===== config.mk =====
export PLATFORM = sky130hd
export DESIGN_NAME = s2r_regs
export DESIGN_NICKNAME = d
export VERILOG_FILES = /design/src/rtl/s2r_pkg.sv /design/src/rtl/s2r_wr_if.sv /design/src/rtl/s2r_field.sv /design/src/rtl/s2r_regs.sv
export VERILOG_INCLUDE_DIRS = /design/src /design/src/rtl
export SDC_FILE = /design/constraint.sdc
export NUM_CORES = 1
export LEC_CHECK = 0
export BUFFER_PORTS_ARGS = -buffer_cell sky130_fd_sc_hd__buf_2
export CAP_MARGIN = 40
export CORE_ASPECT_RATIO = 1.75
export CORE_MARGIN = 3
export CORE_UTILIZATION = 25
export CTS_BUF_LIST = sky130_fd_sc_hd__clkbuf_4 sky130_fd_sc_hd__clkbuf_8 sky130_fd_sc_hd__clkbuf_16
export DETAILED_ROUTE_END_ITERATION = 10
export MAX_ROUTING_LAYER = met4
export PLACE_DENSITY = 0.53
export REMOVE_ABC_BUFFERS = 1
export SYNTH_ARGS = -nofsm -noshare
export SYNTH_HDL_FRONTEND = slang
export SYNTH_SLANG_ARGS = --single-unit

===== constraint.sdc =====
create_clock -name I_CORE_CLK -period 7.95 [get_ports I_CORE_CLK]
set_input_delay 1.59 -clock I_CORE_CLK [delete_from_list [all_inputs] [get_ports I_CORE_CLK]]
set_output_delay 1.59 -clock I_CORE_CLK [all_outputs]
set_load 0.03 [all_outputs]

===== src/rtl/s2r_cfg.svh =====
`ifndef S2R_CFG_SVH
`define S2R_CFG_SVH

// Register addresses on the configuration port
`define S2R_ADDR_PREDIV     8'h20
`define S2R_ADDR_SRC        8'h21
`define S2R_ADDR_GAIN       8'h28
`define S2R_ADDR_OFFS       8'h29

// Write-select lanes, one per register
`define S2R_NUM_REGS        4
`define S2R_SEL_PREDIV      0
`define S2R_SEL_SRC         1
`define S2R_SEL_GAIN        2
`define S2R_SEL_OFFS        3

// Field positions and widths
`define S2R_DBL_LSB         7
`define S2R_PDIV_LSB        0
`define S2R_PDIV_W          7
`define S2R_VCXO_LSB        7
`define S2R_EXTV_LSB        6
`define S2R_SRC_LSB         4
`define S2R_SRC_W           2
`define S2R_BYP_LSB         3
`define S2R_PD_LSB          7
`define S2R_SINK_LSB        5
`define S2R_X2_LSB          4
`define S2R_GAIN_LSB        0
`define S2R_GAIN_W          4
`define S2R_OFFS_LSB        0
`define S2R_OFFS_W          6

// Reset values
`define S2R_RST_DBL         1'h0
`define S2R_RST_PDIV        7'h01
`define S2R_RST_VCXO        1'h1
`define S2R_RST_EXTV        1'h0
`define S2R_RST_SRC         2'h1
`define S2R_RST_BYP         1'h0
`define S2R_RST_PD          1'h0
`define S2R_RST_SINK        1'h1
`define S2R_RST_X2          1'h1
`define S2R_RST_GAIN        4'h0
`define S2R_RST_OFFS        6'h00

// Divide ratios
`define S2R_RATIO_ONE_7     7'h01
`define S2R_RATIO_ZERO_7    7'h00
`define S2R_RATIO_ONE_2     2'h1
`define S2R_RATIO_TWO_2     2'h2

// Pump currents in 0.1 uA units
`define S2R_STEP_1X_DUA     16'h03E8
`define S2R_STEP_2X_DUA     16'h07D0
`define S2R_BASE_2X_DUA     16'h3E80
`define S2R_OFFS_STEP_DUA   16'h007D

// Offset bit weights in 12.5 uA steps
`define S2R_OFFS_W5         6'h10
`define S2R_OFFS_W4         6'h08
`define S2R_OFFS_W3         6'h08
`define S2R_OFFS_W2         6'h04
`define S2R_OFFS_W1         6'h02
`define S2R_OFFS_W0         6'h01

`define S2R_RD_ZERO         8'h00

`endif


===== src/rtl/s2r_pkg.sv =====
package s2r_pkg;

  // Output channel source codes
  typedef enum logic [1:0] {
    S2R_SRC_EXT_VCO   = 2'h0,
    S2R_SRC_LOOP2     = 2'h1,
    S2R_SRC_LOOP1     = 2'h2,
    S2R_SRC_CLK_INPUT = 2'h3
  } s2r_src_t;

  typedef logic [7:0] s2r_byte_t;

endpackage


===== src/rtl/s2r_wr_if.sv =====
`timescale 1ns/1ns
`include "s2r_cfg.svh"

// Decoded write path from the port decoder to the field registers
interface s2r_wr_if;
  logic [7:0]                 wdata;
  logic [`S2R_NUM_REGS-1:0]   wr_sel;

  modport ctl (output wdata, output wr_sel);
  modport fld (input wdata, input wr_sel);
endinterface


===== src/rtl/s2r_field.sv =====
`timescale 1ns/1ns
`include "s2r_cfg.svh"

// One configuration field: a slice of one register with its own reset value
module s2r_field #(
  parameter int            SEL = 0,
  parameter int            LSB = 0,
  parameter int            W   = 1,
  parameter logic [W-1:0]  RST = '0
) (
  input  wire logic        i_clk,
  input  wire logic        i_reset,
  s2r_wr_if.fld            wr,
  output logic [W-1:0]     o_q
);

  logic [W-1:0] field_d;

  // Only the field's own bit slice is taken, so reserved bits stay inert
  always_comb begin
    field_d = o_q;
    if (wr.wr_sel[SEL]) begin
      field_d = wr.wdata[LSB +: W];
    end
  end

  // Register with synchronous reset to the documented default
  always_ff @(posedge i_clk) begin
    if (i_reset) begin
      o_q <= RST;
    end else begin
      o_q <= field_d;
    end
  end

endmodule // s2r_field


===== src/rtl/s2r_regs.sv =====
`timescale 1ns/1ns
`include "s2r_cfg.svh"
// Notes on behaviour
// - Doubler select 0 feeds loop with bypass mux output over pre-divider.
// - Doubler select 1 doubles the input; pre-divider then has no effect.
// - Seven-bit pre-divider is a plain binary ratio, one to 127.
// - Pre-divider code one bypasses the divider and is the reset value.
// - VCXO halving select 1 (reset) divides VCXO by two before feedback.
// - External VCO halving select 1 halves it; reset value is 0.
// - Source select: ext VCO, loop two (reset), loop one, clock input.
// - Bypass bit 0 is dual loop (reset); 1 bypasses the first loop.
// - Pump power bit 0 keeps pump on (reset); 1 powers it down.
// - Sink enable 1 (reset) enables sink equal to source; 0 disables.
// - Gain double bit picks 100 uA or 200 uA steps; reset is 1.
// - Double off: current is code bits weighted 800, 400, 200, 100 uA.
// - Double on: 1600 uA plus bits two..zero at 800, 400, 200 uA.
// - Six-bit offset sets extra current in 12.5 uA steps, reset zero.
// - Offset bits weigh 200, 100, 100, 50, 25, 12.5 uA, summed.
// - Offset current is added to the stage-two pump output.
module s2r_regs
  import s2r_pkg::*;
(
  input  wire logic         I_CORE_CLK,
  input  wire logic         I_RESET,
  input  wire logic [7:0]   I_REG_ADDR,
  input  wire logic [7:0]   I_REG_WDATA,
  input  wire logic         I_REG_WR,
  input  wire logic         I_REG_RD,
  output logic [7:0]        O_REG_RDATA,
  output logic              O_REG_RVALID,
  output logic              O_INPUT_DOUBLE,
  output logic [6:0]        O_INPUT_DIV_RATIO,
  output logic [1:0]        O_VCXO_FB_DIV_RATIO,
  output logic [1:0]        O_EXT_VCO_DIV_RATIO,
  output logic [1:0]        O_OUTPUT_SOURCE,
  output logic              O_SOURCE_VALID,
  output logic              O_FIRST_LOOP_BYPASS,
  output logic              O_PUMP_ENABLE,
  output logic              O_PUMP_SINK_ENABLE,
  output logic [15:0]       O_PUMP_GAIN_DUA,
  output logic [5:0]        O_PUMP_OFFSET_STEPS,
  output logic [15:0]       O_PUMP_TOTAL_DUA
);

  s2r_wr_if wr ();

  logic                    input_doubler_select;
  logic [`S2R_PDIV_W-1:0]  stage2_predivider;
  logic                    vcxo_feedback_halve_sel;
  logic                    ext_vco_halve_sel;
  logic [`S2R_SRC_W-1:0]   output_source_sel;
  logic                    first_loop_bypass;
  logic                    stage2_pump_powerdown;
  logic                    stage2_pump_sink_enable;
  logic                    stage2_pump_gain_double;
  logic [`S2R_GAIN_W-1:0]  stage2_pump_gain_code;
  logic [`S2R_OFFS_W-1:0]  stage2_pump_offset_code;

  // Write decode: one select lane per mapped address, unmapped writes dropped
  always_comb begin
    wr.wdata  = I_REG_WDATA;
    wr.wr_sel = '0;
    if (I_REG_WR) begin
      case (I_REG_ADDR)
        `S2R_ADDR_PREDIV: wr.wr_sel[`S2R_SEL_PREDIV] = 1'b1;
        `S2R_ADDR_SRC:    wr.wr_sel[`S2R_SEL_SRC]    = 1'b1;
        `S2R_ADDR_GAIN:   wr.wr_sel[`S2R_SEL_GAIN]   = 1'b1;
        `S2R_ADDR_OFFS:   wr.wr_sel[`S2R_SEL_OFFS]   = 1'b1;
        default:          wr.wr_sel = '0;
      endcase
    end
  end

  // Field storage; reserved bit positions have no flops at all
  // Doubler path select, top bit of the pre-divider register
  s2r_field #(
    .SEL (`S2R_SEL_PREDIV),
    .LSB (`S2R_DBL_LSB),
    .W   (1),
    .RST (`S2R_RST_DBL)
  ) u_dbl (
    .i_clk   (I_CORE_CLK),
    .i_reset (I_RESET),
    .wr      (wr),
    .o_q     (input_doubler_select)
  );

  // Seven-bit pre-divider code; resets to the bypass code
  s2r_field #(
    .SEL (`S2R_SEL_PREDIV),
    .LSB (`S2R_PDIV_LSB),
    .W   (`S2R_PDIV_W),
    .RST (`S2R_RST_PDIV)
  ) u_pdiv (
    .i_clk   (I_CORE_CLK),
    .i_reset (I_RESET),
    .wr      (wr),
    .o_q     (stage2_predivider)
  );

  // VCXO feedback halving select, set out of reset
  s2r_field #(
    .SEL (`S2R_SEL_SRC),
    .LSB (`S2R_VCXO_LSB),
    .W   (1),
    .RST (`S2R_RST_VCXO)
  ) u_vcxo (
    .i_clk   (I_CORE_CLK),
    .i_reset (I_RESET),
    .wr      (wr),
    .o_q     (vcxo_feedback_halve_sel)
  );

  // External VCO halving select, clear out of reset
  s2r_field #(
    .SEL (`S2R_SEL_SRC),
    .LSB (`S2R_EXTV_LSB),
    .W   (1),
    .RST (`S2R_RST_EXTV)
  ) u_extv (
    .i_clk   (I_CORE_CLK),
    .i_reset (I_RESET),
    .wr      (wr),
    .o_q     (ext_vco_halve_sel)
  );

  // Output channel source select
  s2r_field #(
    .SEL (`S2R_SEL_SRC),
    .LSB (`S2R_SRC_LSB),
    .W   (`S2R_SRC_W),
    .RST (`S2R_RST_SRC)
  ) u_src (
    .i_clk   (I_CORE_CLK),
    .i_reset (I_RESET),
    .wr      (wr),
    .o_q     (output_source_sel)
  );

  // First-loop bypass mode
  s2r_field #(
    .SEL (`S2R_SEL_SRC),
    .LSB (`S2R_BYP_LSB),
    .W   (1),
    .RST (`S2R_RST_BYP)
  ) u_byp (
    .i_clk   (I_CORE_CLK),
    .i_reset (I_RESET),
    .wr      (wr),
    .o_q     (first_loop_bypass)
  );

  // Pump power-down
  s2r_field #(
    .SEL (`S2R_SEL_GAIN),
    .LSB (`S2R_PD_LSB),
    .W   (1),
    .RST (`S2R_RST_PD)
  ) u_pd (
    .i_clk   (I_CORE_CLK),
    .i_reset (I_RESET),
    .wr      (wr),
    .o_q     (stage2_pump_powerdown)
  );

  // Pump sink current enable
  s2r_field #(
    .SEL (`S2R_SEL_GAIN),
    .LSB (`S2R_SINK_LSB),
    .W   (1),
    .RST (`S2R_RST_SINK)
  ) u_sink (
    .i_clk   (I_CORE_CLK),
    .i_reset (I_RESET),
    .wr      (wr),
    .o_q     (stage2_pump_sink_enable)
  );

  // Pump gain step doubling
  s2r_field #(
    .SEL (`S2R_SEL_GAIN),
    .LSB (`S2R_X2_LSB),
    .W   (1),
    .RST (`S2R_RST_X2)
  ) u_x2 (
    .i_clk   (I_CORE_CLK),
    .i_reset (I_RESET),
    .wr      (wr),
    .o_q     (stage2_pump_gain_double)
  );

  // Pump gain code
  s2r_field #(
    .SEL (`S2R_SEL_GAIN),
    .LSB (`S2R_GAIN_LSB),
    .W   (`S2R_GAIN_W),
    .RST (`S2R_RST_GAIN)
  ) u_gain (
    .i_clk   (I_CORE_CLK),
    .i_reset (I_RESET),
    .wr      (wr),
    .o_q     (stage2_pump_gain_code)
  );

  // Pump offset code; only six bits are kept, so the top two stay inert
  s2r_field #(
    .SEL (`S2R_SEL_OFFS),
    .LSB (`S2R_OFFS_LSB),
    .W   (`S2R_OFFS_W),
    .RST (`S2R_RST_OFFS)
  ) u_offs (
    .i_clk   (I_CORE_CLK),
    .i_reset (I_RESET),
    .wr      (wr),
    .o_q     (stage2_pump_offset_code)
  );

  logic [7:0]  rdata_d;
  logic [7:0]  rdata_q;
  logic        rvalid_q;

  // Read mux; reserved positions and unmapped addresses read as zero
  always_comb begin
    rdata_d = rdata_q;
    if (I_REG_RD) begin
      rdata_d = `S2R_RD_ZERO;
      case (I_REG_ADDR)
        `S2R_ADDR_PREDIV: begin
          rdata_d[`S2R_DBL_LSB]                  = input_doubler_select;
          rdata_d[`S2R_PDIV_LSB +: `S2R_PDIV_W]  = stage2_predivider;
        end
        `S2R_ADDR_SRC: begin
          rdata_d[`S2R_VCXO_LSB]                 = vcxo_feedback_halve_sel;
          rdata_d[`S2R_EXTV_LSB]                 = ext_vco_halve_sel;
          rdata_d[`S2R_SRC_LSB +: `S2R_SRC_W]    = output_source_sel;
          rdata_d[`S2R_BYP_LSB]                  = first_loop_bypass;
        end
        `S2R_ADDR_GAIN: begin
          rdata_d[`S2R_PD_LSB]                   = stage2_pump_powerdown;
          rdata_d[`S2R_SINK_LSB]                 = stage2_pump_sink_enable;
          rdata_d[`S2R_X2_LSB]                   = stage2_pump_gain_double;
          rdata_d[`S2R_GAIN_LSB +: `S2R_GAIN_W]  = stage2_pump_gain_code;
        end
        `S2R_ADDR_OFFS: begin
          rdata_d[`S2R_OFFS_LSB +: `S2R_OFFS_W]  = stage2_pump_offset_code;
        end
        default: rdata_d = `S2R_RD_ZERO;
      endcase
    end
  end

  // Read data holds until the next read so slow hosts can sample it late
  always_ff @(posedge I_CORE_CLK) begin
    if (I_RESET) begin
      rdata_q  <= `S2R_RD_ZERO;
      rvalid_q <= 1'b0;
    end else begin
      rdata_q  <= rdata_d;
      rvalid_q <= I_REG_RD;
    end
  end

  logic [6:0]  in_ratio_d;
  logic [1:0]  vcxo_ratio_d;
  logic [1:0]  extv_ratio_d;
  logic        src_valid_d;
  logic [15:0] gain_d;
  logic [5:0]  offs_d;
  logic [15:0] total_d;
  logic        pen_d;
  logic        sink_d;

  // Analog-facing settings decoded from the fields
  always_comb begin
    // Doubler path ignores the pre-divider entirely
    if (input_doubler_select) begin
      in_ratio_d = `S2R_RATIO_ONE_7;
    end else if (stage2_predivider == `S2R_RATIO_ZERO_7) begin
      in_ratio_d = `S2R_RATIO_ONE_7; // Code zero has no ratio; treated as bypass
    end else begin
      in_ratio_d = stage2_predivider; // Binary ratio, one means bypass
    end
    vcxo_ratio_d = vcxo_feedback_halve_sel ? `S2R_RATIO_TWO_2 : `S2R_RATIO_ONE_2;
    extv_ratio_d = ext_vco_halve_sel ? `S2R_RATIO_TWO_2 : `S2R_RATIO_ONE_2;
    // Clock-input source only makes sense with the first loop bypassed
    src_valid_d = !((output_source_sel == S2R_SRC_CLK_INPUT) && !first_loop_bypass);
    // Gain current in 0.1 uA units
    if (stage2_pump_gain_double) begin
      gain_d = `S2R_BASE_2X_DUA
             + ({13'h0000, stage2_pump_gain_code[2:0]} * `S2R_STEP_2X_DUA);
    end else begin
      gain_d = {12'h000, stage2_pump_gain_code} * `S2R_STEP_1X_DUA;
    end
    // Offset is a weighted sum, not a plain binary code: two bits weigh 100 uA
    offs_d = (stage2_pump_offset_code[5] ? `S2R_OFFS_W5 : 6'h00)
           + (stage2_pump_offset_code[4] ? `S2R_OFFS_W4 : 6'h00)
           + (stage2_pump_offset_code[3] ? `S2R_OFFS_W3 : 6'h00)
           + (stage2_pump_offset_code[2] ? `S2R_OFFS_W2 : 6'h00)
           + (stage2_pump_offset_code[1] ? `S2R_OFFS_W1 : 6'h00)
           + (stage2_pump_offset_code[0] ? `S2R_OFFS_W0 : 6'h00);
    // Pump enables follow the power-down bit
    pen_d  = !stage2_pump_powerdown;
    sink_d = stage2_pump_sink_enable && !stage2_pump_powerdown;
    // A powered-down pump delivers nothing, offset included
    if (stage2_pump_powerdown) begin
      total_d = 16'h0000;
    end else begin
      total_d = gain_d + ({10'h000, offs_d} * `S2R_OFFS_STEP_DUA);
    end
  end

  // Outputs registered so the analog side sees glitch-free settings
  always_ff @(posedge I_CORE_CLK) begin
    if (I_RESET) begin
      O_INPUT_DOUBLE      <= `S2R_RST_DBL;
      O_INPUT_DIV_RATIO   <= `S2R_RST_PDIV;
      O_VCXO_FB_DIV_RATIO <= `S2R_RATIO_TWO_2;
      O_EXT_VCO_DIV_RATIO <= `S2R_RATIO_ONE_2;
      O_OUTPUT_SOURCE     <= `S2R_RST_SRC;
      O_SOURCE_VALID      <= 1'b1;
      O_FIRST_LOOP_BYPASS <= `S2R_RST_BYP;
      O_PUMP_ENABLE       <= 1'b1;
      O_PUMP_SINK_ENABLE  <= `S2R_RST_SINK;
      O_PUMP_GAIN_DUA     <= `S2R_BASE_2X_DUA;
      O_PUMP_OFFSET_STEPS <= `S2R_RST_OFFS;
      O_PUMP_TOTAL_DUA    <= `S2R_BASE_2X_DUA;
    end else begin
      O_INPUT_DOUBLE      <= input_doubler_select;
      O_INPUT_DIV_RATIO   <= in_ratio_d;
      O_VCXO_FB_DIV_RATIO <= vcxo_ratio_d;
      O_EXT_VCO_DIV_RATIO <= extv_ratio_d;
      O_OUTPUT_SOURCE     <= output_source_sel;
      O_SOURCE_VALID      <= src_valid_d;
      O_FIRST_LOOP_BYPASS <= first_loop_bypass;
      O_PUMP_ENABLE       <= pen_d;
      O_PUMP_SINK_ENABLE  <= sink_d;
      O_PUMP_GAIN_DUA     <= gain_d;
      O_PUMP_OFFSET_STEPS <= offs_d;
      O_PUMP_TOTAL_DUA    <= total_d;
    end
  end

  assign O_REG_RDATA  = rdata_q;
  assign O_REG_RVALID = rvalid_q;

endmodule // s2r_regs


## After elaboration in Yosys (flattened, before gate mapping)

Cells that the tools add are included.

- Memory bits (writable): 0
- Latch bits: 0
- Flip-flop bits (word level): 91
- Bits of input ports: 20
- Logic and storage cells: 68
- Memory bits (read-only): 0
- Memories: 0

- Equality and inequality tests: 5
- $mul: 3
- Order comparisons: 0
- Bitwise gates (word level): 0
- Divide/modulo/power cells: 0
- Reductions and logical operators: 8
- Shift-type cells: 0
- Mux-type cells: 19
- Add/subtract/negate cells: 7

Operators by type and width:

| kind | count |
|---|---|
| == test 8 x 6 -> 1 bit, second input constant | 4 |
| adder 15 x 13 -> 16 bit | 1 |
| adder 14 x 14 -> 15 bit, first input constant | 1 |
| 2-to-1 mux 15 bit | 1 |
| 2-to-1 mux 14 bit | 1 |
| multiplier 6 x 7 -> 13 bit, second input constant | 1 |
| 2-to-1 mux 4 bit | 3 |
| one-hot mux 3 bit (4 select lines) | 1 |
| multiplier 4 x 7 -> 11 bit, second input constant | 1 |
| multiplier 3 x 7 -> 10 bit, second input constant | 1 |
| one-hot mux 3 bit (3 select lines) | 1 |
| logical NOT 7 bit | 1 |
| adder 5 x 4 -> 6 bit | 1 |
| adder 6 x 1 -> 6 bit | 1 |
| adder 6 x 2 -> 6 bit | 1 |
| adder 6 x 3 -> 6 bit | 1 |
| adder 6 x 4 -> 6 bit | 1 |
| 2-to-1 mux 2 bit | 3 |
| 2-to-1 mux 1 bit | 5 |
| 2-to-1 mux 5 bit | 1 |
| logical NOT 1 bit | 3 |
| 2-to-1 mux 3 bit | 1 |
| one-hot mux 1 bit (3 select lines) | 1 |
| OR reduction 3 bit | 1 |
| 4 further kinds | 5 |

## Depth between registers and ports, before layout

- Depth after elaboration: 9
- Depth in mapped cells: 20
- Gate-level depth less buffers: 20

## Cells and area by module

Synthesis repeated with hierarchy kept, for this count alone.

- Cell total of the unflattened synthesis: 534
- Area, all modules: 5152.4 um^2

By module, submodules not included:

| module | sequential area each (um^2) | cells an instance | area an instance (um^2) | times used |
|---|---|---|---|---|
| s2r_regs | 1221.2 | 453 | 4237.8 | 1 |
| s2r_field at u_pdiv | 140.1 | 22 | 251.5 | 1 |
| s2r_field at u_offs | 120.1 | 19 | 214.0 | 1 |
| s2r_field at u_gain | 80.1 | 13 | 140.1 | 1 |
| s2r_field at u_byp ... | 20.0 | 3 | 33.8 | 4 |
| s2r_field at u_sink ... | 20.0 | 3 | 35.0 | 3 |
| s2r_field at u_src | 40.0 | 6 | 68.8 | 1 |

## Worst setup path before layout

Ideal clock, no wire load.

- Kind: flip-flop to flip-flop
- From: register u_gain.o_q[2]
- To: register O_PUMP_TOTAL_DUA[13]
- Stages on the path, launching flop included: 17
- Period minus slack after synthesis: 4.573 ns
- Setup time: 0.130 ns
- Arrival: 4.443 ns
- Data required time: 7.820 ns
- Setup slack: 3.377 ns
- Path through: dfxtp_1 -> fa_1 -> fa_1 -> ha_1 -> nor2b_1 -> o31a_1 -> a211oi_1 -> a21oi_1 -> fa_1 -> inv_1 -> ha_1 -> a21oi_1 -> o21ai_0 -> a31o_2 -> a21oi_1 -> xor2_1 -> o21ai_0

- Word-level cells in the longest chain between the ends: 5
- Elaborated cells between the ends (all ways): 6

RTL lines:

| item | RTL line | source |
|---|---|---|
| start, declared | s2r_field.sv:14 | `output logic [W-1:0] o_q` |
| start signal, assigned | s2r_field.sv:32 | `o_q <= field_d;` |
| multiplier 3 x 7 -> 10 bit (no source line) | - |  |
| adder 14 x 14 -> 15 bit (no source line) | - |  |
| 2-to-1 mux 15 bit * | s2r_regs.sv:288 | `if (stage2_pump_gain_double) begin` |
| adder 15 x 13 -> 16 bit * | s2r_regs.sv:308 | `` total_d = gain_d + ({10'h000, offs_d} * `S2R_OFFS_STEP_DUA); `` |
| 2-to-1 mux 14 bit * | s2r_regs.sv:305 | `if (stage2_pump_powerdown) begin` |
| end signal, assigned | s2r_regs.sv:326 | `` O_PUMP_TOTAL_DUA <= `S2R_BASE_2X_DUA; `` |
| end signal, assigned | s2r_regs.sv:339 | `O_PUMP_TOTAL_DUA <= total_d;` |
| end, declared | s2r_regs.sv:42 | `output logic [15:0] O_PUMP_TOTAL_DUA` |

Every way passes the cells marked *; elsewhere a longest branch is shown, timed or not.
A chain may end at the register's enable or synchronous reset.

## Worst setup path in the final report

- From: register u_gain.o_q[1]
- To: register O_PUMP_TOTAL_DUA[13]

Same word-level chain as after synthesis.

==> results by group <==
Synth
  • Largest cells by area after synthesis: dfxtp_1, ha_1, fa_1
  • Most frequent cells after synthesis: dfxtp_1, inv_1, nor2_1
  • Most common cell in the netlist: dfxtp_1
  • Main flop type after synthesis: dfxtp_1
  • Synth Warn #: 0
  • Syn Inst Count: 533
  • Register area share after synthesis: 34.0%
  • #FFs+latches synth: 87
  • Synthesized cell area: 5130 um2
  • Async SR Flop Fraction: 0%
  • Syn avg cell area: 9.62 um2
  • Yosys cell types: 44
  • Post-synth EDFFs: 0
  • Area leader, netlist: dfxtp_1
  • Synth top area share: 34.0%

Worst setup path
  • RR Endpoint: O_PUMP_TOTAL_DUA[13]
  • R2R depth: 19
  • Worst EP required: 8.18 ns
  • Crit path arrival time: 5.33 ns
  • R2R Path Start: u_gain.o_q[1]
  • Worst Setup Start Kind: flip-flop
  • Critical path class: flip-flop to flip-flop
  • Critical path, cell by cell: inv_1, ha_1, inv_1, fa_1, inv_1, fa_1, nor2b_1, o21ai_0, a211oi_1, a21oi_1, fa_1, inv_1, ha_1, a21oi_1, o21ai_0, a31o_2, a21oi_1, xor2_1, o21ai_0
  • Cell family with most CP delay: adder cells
  • Largest stage delay, worst path: 0.66 ns
  • Stages on worst setup path: 19
  • CP endpoint kind: flip-flop
  • Crit-path slowest cell: dfxtp_1
  • Setup slack, reg-to-reg: 2.85 ns
  • Buf/Inv on CP: 4
  • Most used cell, CP: inv_1
  • CP Max Fanout: 12

Flow run
  • Max-capacitance violation count: 0

Min path
  • Min-Delay Endpoint: O_REG_RDATA[6]
  • WHS Path Cells: 2
  • Min-Delay Path Class: flip-flop to flip-flop
  • Hold Startpoint: O_REG_RDATA[6]

Power
  • Total power: 897 uW
  • Peak VDD IR: 134 uV
  • Pleak: 2.90 nW
  • Pwr dens: 148 nW/um2

Global routing
  • Gr usage total: 12.4%
  • First-pass GRT wire length: 20.9 mm
  • Vias in the first global route: 3952
  • Largest net degree at the start of global routing: 55
  • Initial antenna violation count: 0
  • GR Overflow Total: 0

Floorplan
  • Core footprint: 19900 um2
  • Die area: 22300 um2
  • Cell Rows: 68
  • Die H: 195 um
  • # IOs: 85
  • Die extent in x: 114 um
  • Initial Util: 25.8%

STA
  • Peak Freq: 196 MHz
  • Slew Viols, Final: 0
  • Crit share post-route: 64.1%
  • Setup Skew: 0.0123 ns
  • Worst-Margin Slew: 0.772 ns
  • Setup total negative slack: 0 ns
  • Rel. slew slack: 48.5%
  • RSZ-0062 raised after global routing: false
  • Final setup viols: 0
  • Final Critical Period: 5.10 ns
  • Final Hold Viols: 0
  • Final setup margin: 2.85 ns

Layout
  • FF/Latch Area: 1740 um2
  • Area growth from synthesis to layout: 18.1%
  • Design Area, Final: 6060 um2
  • Final net count: 709
  • Layout cells sized above 1: 17.8%
  • Antenna Cells: 0
  • Fill count: 2102
  • Multi-input gate area: 3040 um2

CTS
  • TritonCTS clock tree: done
  • Clock transition at path regs: 0.08 ns
  • Worst skew pair latency: 0.36 ns
  • # resized after CTS: 0
  • Clk sinks: 87
  • Post-CTS Setup Bufs: 0
  • CTS root buf: clkbuf_16
  • CTS Buf Count: 9
  • H-tree depth: 3
  • Clk buf depth: 2
  • CTS Hold Buffers Added: 0

Routing
  • Post-DR vias/cell: 4.42
  • Residual DRC: 0
  • DRT Pass-1 Iters: 4
  • Detail Route Antenna Nets: 0
  • Detailed Route WL: 13.0 mm
  • Drt wl/cell: 15.2 um
  • DR vias: 3790
  • DR iter-0 viols: 181

Placed design
  • Pre-CTS setup slack: 2.85 ns
  • Placement Cell Area: 5760 um2
  • Post-detail-place hpwl: 10.1 mm
  • Buffers on Ports: 80
  • Placer's final routability congestion estimate: 0.791

Status
  • Outcome: completed
==> sequential cells by signal (all words and copies together), names as in the netlist, 2 cells and up <==
name,count
u_pdiv.o_q,7
O_INPUT_DIV_RATIO,7
u_gain.o_q,4
O_VCXO_FB_DIV_RATIO,2
O_PUMP_TOTAL_DUA,16
O_EXT_VCO_DIV_RATIO,2
u_offs.o_q,6
O_PUMP_OFFSET_STEPS,6
O_OUTPUT_SOURCE,2
u_src.o_q,2
O_REG_RDATA,8
O_PUMP_GAIN_DUA,12
==> worst max path at each step <==
stage | from | endpoint
after floorplan | u_gain.o_q[2] | O_PUMP_TOTAL_DUA[13]
after global placement | u_gain.o_q[0] | O_PUMP_TOTAL_DUA[13]
after detailed placement | u_gain.o_q[1] | O_PUMP_TOTAL_DUA[13]
after CTS | u_gain.o_q[1] | O_PUMP_TOTAL_DUA[13]
after global routing | u_gain.o_q[1] | O_PUMP_TOTAL_DUA[13]
final | u_gain.o_q[1] | O_PUMP_TOTAL_DUA[13]
==> logic make-up (layout without fill, tap and decap cells) <==
kind of cell               after synthesis  in the layout  share of synthesized area, %
DFF                                     87             87                          34.0
xor gates and xnor gates                13             13                          2.22
muxes                                   42             42                          8.98
and+or+nand+nor                        136            136                          13.3
buffers and inverters                   91            167                          6.95
other                                    1              4                        0.0731
adders and majority gates               82             82                          24.5
AOI/OAI and AO/OA                       81             81                          9.95
==> layout make-up <==
cell class	instances	area share (%)
multi-input cells	358	50.2
flip-flops and latches	87	28.7
repair buffers	81	6.73
well taps	245	5.06
inverters	70	4.34
clock buffers	9	3.72
clock inverters	7	1.20
==> through the flow <==
step / util [%] / hold slack, ns / instances
after floorplan: - / 0.397 / 515
after global placement: 28.9 / 0.455 / 841
after detailed placement: 28.9 / 0.461 / 841
after CTS: 30.4 / 0.475 / 857
after global routing: 30.4 / 0.489 / 857
final: 30.4 / 0.484 / 857
==> layout by cell type, fill, tap and decap left out, drive strengths merged, types with 2 or more instances in the layout <==
| cell type | synthesis | routed |
|---|---|---|
| ha | 51 | 51 |
| buf | 7 | 81 |
| xor2 | 9 | 9 |
| or2 | 2 | 2 |
| a21o | 3 | 3 |
| mux4 | 3 | 3 |
| clkinv | 0 | 2 |
| nor3 | 7 | 7 |
| nand2 | 23 | 23 |
| dfxtp | 87 | 87 |
| inv | 70 | 74 |
| nand2b | 4 | 4 |
| a211oi | 9 | 9 |
| fa | 31 | 31 |
| a31oi | 2 | 2 |
| o21a | 6 | 6 |
| nor2 | 53 | 53 |
| mux2i | 37 | 37 |
| mux2 | 2 | 2 |
| a21oi | 18 | 18 |
| o31a | 4 | 4 |
| nor2b | 24 | 24 |
| and2 | 10 | 10 |
| o211ai | 5 | 5 |
| o21ai | 25 | 25 |
| xnor2 | 4 | 4 |
| o21bai | 2 | 2 |
| nand3b | 3 | 3 |
| o31ai | 2 | 2 |
| nand3 | 5 | 5 |
| conb | 1 | 4 |
| clkbuf | 14 | 9 |
==> worst reg2reg max path: cells and delay by family, from the launching register on <==
family                     cells  cell delay [ns]
AOI/OAI and AO/OA              8             1.35
xor gates and xnor gates       1             0.15
and+or+nand+nor                1             0.20
buffers and inverters          4             0.41
adders and majority gates      5             2.21
DFF                            1             0.66
==> per-layer routing <==
| metal | routed length (um) | GRT usage, % | up-vias |
|---|---|---|---|
| met5 | 0 | - | - |
| met4 | 436 | 5.90 | 0 |
| met3 | 495 | 1.74 | 26 |
| met2 | 6950 | 22.4 | 87 |
| met1 | 5120 | 13.2 | 1782 |
| li1 | - | - | 1895 |
==> power breakdown <==
group | total (mW) | internal (mW) | switching, mW
Sequential | 0.437 | 0.437 | 0.000598
Combinational | 0.0348 | 0.0105 | 0.0243
Clock | 0.425 | 0.222 | 0.203
Power figures use the tool's default switching activity.
